**config.mk**
```make
export PLATFORM = sky130hd
export DESIGN_NAME = gel_event_lookup
export DESIGN_NICKNAME = d
export VERILOG_FILES = /design/src/gel_lookup.v /design/src/gel_event_lookup.v
export VERILOG_INCLUDE_DIRS = /design/src
export SDC_FILE = /design/constraint.sdc
export NUM_CORES = 1
export LEC_CHECK = 0
export BUFFER_PORTS_ARGS = -buffer_cell sky130_fd_sc_hd__buf_2
export CAP_MARGIN = 10
export CORE_ASPECT_RATIO = 1.2
export CORE_MARGIN = 5
export CORE_UTILIZATION = 32
export CTS_BUF_LIST = sky130_fd_sc_hd__clkbuf_4 sky130_fd_sc_hd__clkbuf_8
export DETAILED_ROUTE_END_ITERATION = 8
export PLACE_DENSITY = 0.6
export SETUP_SLACK_MARGIN = 0.05
export SYNTH_ARGS = -nofsm -noshare
export SYNTH_HDL_FRONTEND = slang
export SYNTH_SLANG_ARGS = --single-unit
```
**constraint.sdc**
```tcl
create_clock -name ref_clk -period 4.11 [get_ports ref_clk]
set_clock_uncertainty 0.15 [all_clocks]
set_input_delay 0.2055 -clock ref_clk [delete_from_list [all_inputs] [get_ports ref_clk]]
set_output_delay 0.2055 -clock ref_clk [all_outputs]
set_load 0.03 [all_outputs]
```
**src/gel_consts.vh**
```
// register map, field positions, reset values and mode codes of the event/lookup block
`ifndef GEL_CONSTS_VH
`define GEL_CONSTS_VH

`define GEL_ADDR_IRQ_SRC    8'h08
`define GEL_ADDR_EVENT      8'h09
`define GEL_ADDR_MODE       8'h10
`define GEL_ADDR_TABLE0     8'h11
`define GEL_ADDR_TABLE1     8'h12
`define GEL_ADDR_TABLE2     8'h13
`define GEL_ADDR_TABLE3     8'h14
`define GEL_ADDR_TABLE4     8'h15

`define GEL_RESET_BYTE      8'h00
`define GEL_MODE_WMASK      8'h33

`define GEL_MODE_HI_MSB     5
`define GEL_MODE_HI_LSB     4
`define GEL_MODE_LO_MSB     1
`define GEL_MODE_LO_LSB     0

`define GEL_LUT_OFF         2'h0
`define GEL_LUT_2TO1        2'h1
`define GEL_LUT_3TO1        2'h2
`define GEL_LUT_3TO2        2'h3

`define GEL_EDGE_NONE       2'h0
`define GEL_EDGE_RISE       2'h1
`define GEL_EDGE_FALL       2'h2
`define GEL_EDGE_BOTH       2'h3

`endif

```
**src/gel_lookup.v**
```verilog
// combinational truth-table decode for the upper and lower pin nibbles
`timescale 1ns/1ps
`default_nettype none
`include "gel_consts.vh"

module gel_lookup (
  // configuration
  input  wire [7:0] lookup_mode_select,
  input  wire [7:0] two_input_truth_table,
  input  wire [7:0] upper_three_input_table,
  input  wire [7:0] lower_three_input_table,
  input  wire [7:0] split_table_pin4,
  input  wire [7:0] split_table_pin3,
  // pin levels
  input  wire [7:0] pin_level,
  // lookup result
  output reg  [7:0] drive_en,
  output reg  [7:0] drive_val
);

  wire [1:0] upper_nibble_logic_mode;
  wire [1:0] lower_nibble_logic_mode;

  assign upper_nibble_logic_mode = lookup_mode_select[`GEL_MODE_HI_MSB:`GEL_MODE_HI_LSB];
  assign lower_nibble_logic_mode = lookup_mode_select[`GEL_MODE_LO_MSB:`GEL_MODE_LO_LSB];

  always @* begin
    drive_en  = 8'h00;
    drive_val = 8'h00;
    // upper nibble; the reserved code leaves the pins as plain gpio
    case (upper_nibble_logic_mode)
      `GEL_LUT_2TO1: begin
        drive_en[6]  = 1'b1;
        drive_val[6] = two_input_truth_table[{1'b1, pin_level[5:4]}];
      end
      `GEL_LUT_3TO1: begin
        drive_en[7]  = 1'b1;
        drive_val[7] = upper_three_input_table[pin_level[6:4]];
      end
      default: begin
        drive_en[7:4] = 4'h0;
      end
    endcase
    // lower nibble; 3-to-2 reaches across into pin 4
    case (lower_nibble_logic_mode)
      `GEL_LUT_2TO1: begin
        drive_en[2]  = 1'b1;
        drive_val[2] = two_input_truth_table[{1'b0, pin_level[1:0]}];
      end
      `GEL_LUT_3TO1: begin
        drive_en[3]  = 1'b1;
        drive_val[3] = lower_three_input_table[pin_level[2:0]];
      end
      `GEL_LUT_3TO2: begin
        drive_en[4]  = 1'b1;
        drive_en[3]  = 1'b1;
        drive_val[4] = split_table_pin4[pin_level[2:0]];
        drive_val[3] = split_table_pin3[pin_level[2:0]];
      end
      default: begin
        drive_en[3:0] = 4'h0;
      end
    endcase
  end

endmodule // gel_lookup

`default_nettype wire

```
**src/gel_event_lookup.v**
```verilog
// edge event flags, interrupt source flags and lookup-logic pin driving
// What this block does
// - a pin's event flag sets on an edge matching its edge selection.
// - writing one to an event flag bit clears it and its interrupt source.
// - changing a pin's edge selection clears its event and interrupt flags.
// - upper mode 00 leaves pins 7..5 as gpio, and pin 4 unless lower mode is 11; 11 is reserved.
// - upper mode 01 drives pin 6 from table 0 indexed by pins 5:4.
// - upper mode 10 drives pin 7 from table 1 indexed by pins 6:4.
// - lower mode 00 leaves pins 3..0 as gpio.
// - lower mode 01 drives pin 2 from table 0 indexed by pins 1:0.
// - lower mode 10 drives pin 3 from table 2 indexed by pins 2:0.
// - lower mode 11 drives pins 4 and 3 from tables 3 and 4.
// - table 0 bits 7..4 give pin 6 for pins 5:4 = 11..00.
// - table 0 bits 3..0 give pin 2 for pins 1:0 = 11..00.
// - table 1 bit n drives pin 7 when pins 6:4 equal n.
// - table 2 bit n drives pin 3 when pins 2:0 equal n.
// - a table only affects pins while its mode selects it.
// - in 3-to-2 mode tables 3 and 4 drive pins 4 and 3.
// - edge select 00 none, 01 rising, 10 falling, 11 both.
// - interrupt output returns high once all source flags are clear.
`timescale 1ns/1ps
`default_nettype none
`include "gel_consts.vh"

module gel_event_lookup (
  // clock and reset
  input  wire       ref_clk,
  input  wire       resetn,
  // register port from the serial interface back end
  input  wire       reg_wr,
  input  wire       reg_rd,
  input  wire [7:0] reg_addr,
  input  wire [7:0] reg_wdata,
  output reg  [7:0] reg_rdata,
  // neighbouring configuration
  input  wire [7:0] edge_select_upper,
  input  wire [7:0] edge_select_lower,
  input  wire [7:0] irq_mask,
  // pins
  input  wire [7:0] pin_level,
  output reg  [7:0] lookup_drive_en,
  output reg  [7:0] lookup_drive_val,
  // interrupt
  output reg  [7:0] irq_source_flags,
  output reg        irq_out_n
);

  ////////////////////////////////////////////////////////////////////////////
  // reset release

  reg        rst_meta_n;
  reg        rst_n;

  always @(posedge ref_clk or negedge resetn) begin
    if (!resetn) begin
      rst_meta_n <= 1'b0;
      rst_n      <= 1'b0;
    end else begin
      rst_meta_n <= 1'b1;
      rst_n      <= rst_meta_n;
    end
  end

  ////////////////////////////////////////////////////////////////////////////
  // edge detection

  function match_edge;
    input [1:0] sel;
    input       prev;
    input       now;
    begin
      case (sel)
        `GEL_EDGE_RISE: match_edge = ~prev & now;
        `GEL_EDGE_FALL: match_edge = prev & ~now;
        `GEL_EDGE_BOTH: match_edge = prev ^ now;
        default:        match_edge = 1'b0;
      endcase
    end
  endfunction

  reg  [7:0]  pin_prev;
  reg  [15:0] sense_prev;
  wire [15:0] sense_now;
  reg  [7:0]  edge_hit;
  reg  [7:0]  sense_changed;
  integer     i;

  assign sense_now = {edge_select_upper, edge_select_lower};

  always @* begin
    edge_hit      = 8'h00;
    sense_changed = 8'h00;
    for (i = 0; i < 8; i = i + 1) begin
      edge_hit[i]      = match_edge(sense_now[2*i +: 2], pin_prev[i], pin_level[i]);
      sense_changed[i] = |(sense_now[2*i +: 2] ^ sense_prev[2*i +: 2]);
    end
  end

  always @(posedge ref_clk or negedge rst_n) begin
    if (!rst_n) begin
      pin_prev   <= 8'h00;
      sense_prev <= 16'h0000;
    end else begin
      pin_prev   <= pin_level;
      sense_prev <= sense_now;
    end
  end

  ////////////////////////////////////////////////////////////////////////////
  // flags: a new edge in the clearing cycle wins over the clear

  reg  [7:0] edge_event_flags;
  wire       wr_event;
  wire       wr_irq_src;
  wire [7:0] flag_clear;
  wire [7:0] next_event;
  wire [7:0] next_irq_src;

  assign wr_event     = reg_wr && (reg_addr == `GEL_ADDR_EVENT);
  assign wr_irq_src   = reg_wr && (reg_addr == `GEL_ADDR_IRQ_SRC);
  assign flag_clear   = ((wr_event | wr_irq_src) ? reg_wdata : 8'h00)
                        | sense_changed;
  assign next_event   = (edge_event_flags & ~flag_clear) | edge_hit;
  assign next_irq_src = (irq_source_flags & ~flag_clear) | (edge_hit & ~irq_mask);

  always @(posedge ref_clk or negedge rst_n) begin
    if (!rst_n) begin
      edge_event_flags <= `GEL_RESET_BYTE;
      irq_source_flags <= `GEL_RESET_BYTE;
      irq_out_n        <= 1'b1;
    end else begin
      edge_event_flags <= next_event;
      irq_source_flags <= next_irq_src;
      irq_out_n        <= ~|next_irq_src;
    end
  end

  ////////////////////////////////////////////////////////////////////////////
  // configuration registers

  reg [7:0] lookup_mode_select;
  reg [7:0] two_input_truth_table;
  reg [7:0] upper_three_input_table;
  reg [7:0] lower_three_input_table;
  reg [7:0] split_table_pin4;
  reg [7:0] split_table_pin3;

  always @(posedge ref_clk or negedge rst_n) begin
    if (!rst_n) begin
      lookup_mode_select      <= `GEL_RESET_BYTE;
      two_input_truth_table   <= `GEL_RESET_BYTE;
      upper_three_input_table <= `GEL_RESET_BYTE;
      lower_three_input_table <= `GEL_RESET_BYTE;
      split_table_pin4        <= `GEL_RESET_BYTE;
      split_table_pin3        <= `GEL_RESET_BYTE;
    end else if (reg_wr) begin
      if (reg_addr == `GEL_ADDR_MODE) begin
        // reserved bits are not stored, so they always read back zero
        lookup_mode_select <= reg_wdata & `GEL_MODE_WMASK;
      end else if (reg_addr == `GEL_ADDR_TABLE0) begin
        two_input_truth_table <= reg_wdata;
      end else if (reg_addr == `GEL_ADDR_TABLE1) begin
        upper_three_input_table <= reg_wdata;
      end else if (reg_addr == `GEL_ADDR_TABLE2) begin
        lower_three_input_table <= reg_wdata;
      end else if (reg_addr == `GEL_ADDR_TABLE3) begin
        split_table_pin4 <= reg_wdata;
      end else if (reg_addr == `GEL_ADDR_TABLE4) begin
        split_table_pin3 <= reg_wdata;
      end
    end
  end

  ////////////////////////////////////////////////////////////////////////////
  // read back; unmapped addresses read zero

  always @(posedge ref_clk or negedge rst_n) begin
    if (!rst_n) begin
      reg_rdata <= 8'h00;
    end else if (reg_rd) begin
      if (reg_addr == `GEL_ADDR_IRQ_SRC) begin
        reg_rdata <= irq_source_flags;
      end else if (reg_addr == `GEL_ADDR_EVENT) begin
        reg_rdata <= edge_event_flags;
      end else if (reg_addr == `GEL_ADDR_MODE) begin
        reg_rdata <= lookup_mode_select;
      end else if (reg_addr == `GEL_ADDR_TABLE0) begin
        reg_rdata <= two_input_truth_table;
      end else if (reg_addr == `GEL_ADDR_TABLE1) begin
        reg_rdata <= upper_three_input_table;
      end else if (reg_addr == `GEL_ADDR_TABLE2) begin
        reg_rdata <= lower_three_input_table;
      end else if (reg_addr == `GEL_ADDR_TABLE3) begin
        reg_rdata <= split_table_pin4;
      end else if (reg_addr == `GEL_ADDR_TABLE4) begin
        reg_rdata <= split_table_pin3;
      end else begin
        reg_rdata <= 8'h00;
      end
    end
  end

  ////////////////////////////////////////////////////////////////////////////
  // lookup logic; one register stage keeps the pin drive glitch free

  wire [7:0] lut_en;
  wire [7:0] lut_val;

  gel_lookup u_lookup (
    .lookup_mode_select      (lookup_mode_select),
    .two_input_truth_table   (two_input_truth_table),
    .upper_three_input_table (upper_three_input_table),
    .lower_three_input_table (lower_three_input_table),
    .split_table_pin4        (split_table_pin4),
    .split_table_pin3        (split_table_pin3),
    .pin_level               (pin_level),
    .drive_en                (lut_en),
    .drive_val               (lut_val)
  );

  always @(posedge ref_clk or negedge rst_n) begin
    if (!rst_n) begin
      lookup_drive_en  <= 8'h00;
      lookup_drive_val <= 8'h00;
    end else begin
      lookup_drive_en  <= lut_en;
      lookup_drive_val <= lut_val & lut_en;
    end
  end

endmodule // gel_event_lookup

`default_nettype wire

```
==> metrics.cfg <==
[synthesis]
synthTopCellsByArea=dfrtp_1, mux2_2, mux4_2
synth_enable_flop_cells=0
synth_seq_cells=105
netlist_instances=437
yosys_warnings=0
synthesis.area_sq_um=5190
synth_cell_types=46
seq_area_frac_synth=0.506
postSynthAreaPerCell_sq_um=11.9
synth_top_area_share=0.501
synth_top_flop_cell=dfrtp_1
synth_top_area_cell=dfrtp_1
synth_async_sr_flop_share=1.00

[critical_path]
rr_startpoint=pin_prev[2]
worst-endpoint-arrival_ns=2.75
critPathCapture=irq_out_n
worstPathRequired_ns=4.25
startpoint=pin_level[0]
r2r_slack_ns=1.79
cpMostUsedCell=o21ai_0
slowest_delay_ns=0.53
cp_cell_sequence=dlygate4sd3_1 > buf_2 > inv_1 > ha_1 > nor2b_1 > o21ai_0 > o21ai_0 > a22o_1 > or4_1 > nor4b_2
end_kind=flop
r2r_end=irq_out_n
r2r_cells=7
critPathKind=in2reg
crit_slowest_cell=dlygate4sd3_1
crit_fanout=10
crit_path_start_kind=input pin

[cells_and_area]
area_delta_synth_final_pct=21.5
layout-drive-gt1-share=0.300
final_common_cell=dfrtp_1
mostFrequentLayoutCells=dfrtp_1, buf_2, mux2_2, dlygate4sd3_1, o21ai_0
final_nets=613
fillers=1584

[detailed_routing]
first_pass_iters=6
viasPerCell=4.92
drt-total-wl_mm=13.3
drc=0
ant_nets=0
routedWlPerCell_microns=17.4
drt_iter0_drc=280
vias=3765

[cts]
cts_buffers=9
cts.sinks=105
cts_max_level=3
cts-root-buf=clkbuf_8
cts_resized=0
postCtsSetupBuffers=0
clk_pin_slew_ns=0.10
tritoncts=built
clk_latency_ns=0.38
ctsLongestPathBuffers=2

[floorplanning]
row_count=51
pin_count=85
start_util=0.323
core_sq_um=16100
dieHeight_microns=150
die_x_microns=126
dieArea_sq_um=18900

[sta]
worst_slew_pin_slew_ns=0.925
tns_ns=0
setup_violations=0
fmax_ghz=0.383
hold_viol=0
maxSlewHeadroom=0.384
period_needed_ns=2.61
drv_slew=0
fin_crit_sh=0.635
rsz0062_at_grt=false

[power]
swShare=0.273
power.total_w=0.00210
ir_worst_vdd_mv=0.121
power_leakage_nw=3.07
seqPwrFrac=0.545
power_density_nw_per_um2=333
clkPwrFrac=0.316
p_sw_w=0.000573
intPower_w=0.00153
p_comb_frac=0.139

[global_routing]
antenna_found_initial=4
gr-total-overflow=0
grt_pass1_wl_mm=21.6
grt_use_total=0.146
first_global_vias=4071
grt_start_max_net_pins=72

[placement]
finalWeightedCongestion=0.895
detailedPlacementHpwl_mm=10.2
port_buffers=78

[run]
drv_cap=0

[status]
outcome=complete, no violations

[worst_hold_path]
hold_path.class=in2reg

[metal layers]
layer / part of all wire / up-vias / GRT usage
met5: 0.00053 / - / 0
met4: 0.036 / 2 / 0.0638
met3: 0.048 / 26 / 0.0336
met2: 0.50 / 87 / 0.250
met1: 0.42 / 1883 / 0.175
li1: - / 1767 / -
[through the flow]
step | cells | hold WS [ns] | setup WS [ns] | area, sq um | util
after floorplan | 442 | -0.240 | 0.820 | 5210 | -
after global placement | 715 | -0.160 | 1.45 | 5780 | 0.360
after detailed placement | 715 | -0.157 | 1.42 | 5780 | 0.360
after CTS | 762 | 0.00320 | 1.48 | 6300 | 0.392
after global routing | 765 | 0.00348 | 1.39 | 6310 | 0.392
final | 765 | 0.0175 | 1.50 | 6310 | 0.392
[kinds of logic after synthesis]
family,count (synthesis),share of synthesized area
XOR/XNOR,16,0.0270
adder cells (fa/ha/maj),16,0.0386
AO/OA/AOI/OAI,73,0.0976
other,2,0.00145
AND/OR/NAND/NOR,108,0.112
multiplexers,73,0.180
buffers and inverters,44,0.0371
flip-flops,105,0.506
[flip-flops by register name (all words and copies together) (netlist names)]
signal	flops
rst_meta_n	1
split_table_pin3	8
edge_event_flags	8
rst_n	1
lookup_drive_val	5
pin_prev	8
irq_out_n	1
reg_rdata	8
sense_prev	16
two_input_truth_table	8
lookup_mode_select	4
split_table_pin4	8
lower_three_input_table	8
irq_source_flags	8
lookup_drive_en	5
upper_three_input_table	8
[worst max-delay path: cells and delay by family]
kind	cells	cell delay [ns]
and+or+nand+nor	3	0.80
buffers and inverters	3	0.92
adders and majority gates	1	0.29
AOI/OAI and AO/OA	3	0.53
[power groups by stage]
stage               sequential [W]  combinational, W  clock, W
floorplan                  0.00118          0.000148         0
global placement           0.00117          0.000264         0
detailed placement         0.00117          0.000272         0
CTS                        0.00115          0.000295  0.000692
global route               0.00116          0.000321  0.000733
finish                     0.00115          0.000292  0.000664
[worst min path at each step]
| stage | start | to | cells past startpoint |
|---|---|---|---|
| CTS | irq_mask[0] | irq_source_flags[0] | 3 |
| global route | irq_mask[1] | irq_source_flags[1] | 3 |
| detailed placement | resetn | rst_meta_n | 1 |
| finish | irq_mask[0] | irq_source_flags[0] | 3 |
| floorplan | resetn | rst_meta_n | 0 |
| global placement | resetn | rst_meta_n | 1 |
[timing repair]
action / CTS / global route
hold buffers: 31 / 0
endpoints found under the setup margin: 0 / 0
hold endpoints to repair: 33 / 0
[synthesized netlist by cell type, types with 2 or more instances]
cell and instances:
a31o_2 2, o2111ai_1 4, xor2_1 16, conb_1 2
mux2i_1 17, nor2_1 19, nor3_1 7, inv_1 26
mux4_2 12, a21boi_0 2, dfrtp_1 104, and2_1 4
o21ai_0 29, a221o_1 4, o221a_2 3, buf_1 2
a22o_1 3, nand4_1 3, buf_4 7, nand2b_1 3
o2bb2ai_1 4, a21o_1 3, nand3_1 13, a32o_1 3
a21oi_1 7, ha_1 16, mux2_2 44, clkbuf_1 8
a211oi_1 4, nor2b_1 23, nand2_1 28
[area by class of cell]
class	count	area (sq um)	area share
antenna	3	7.51	0.00119
timing repair buffer	110	708	0.112
clock inverter	5	62.6	0.00992
sequential	105	2630	0.417
tap	212	265	0.0420
multi-input combinational	293	2390	0.379
clock buffer	11	145	0.0230
inverter	26	97.6	0.0155
Power figures use the tool's default switching activity.
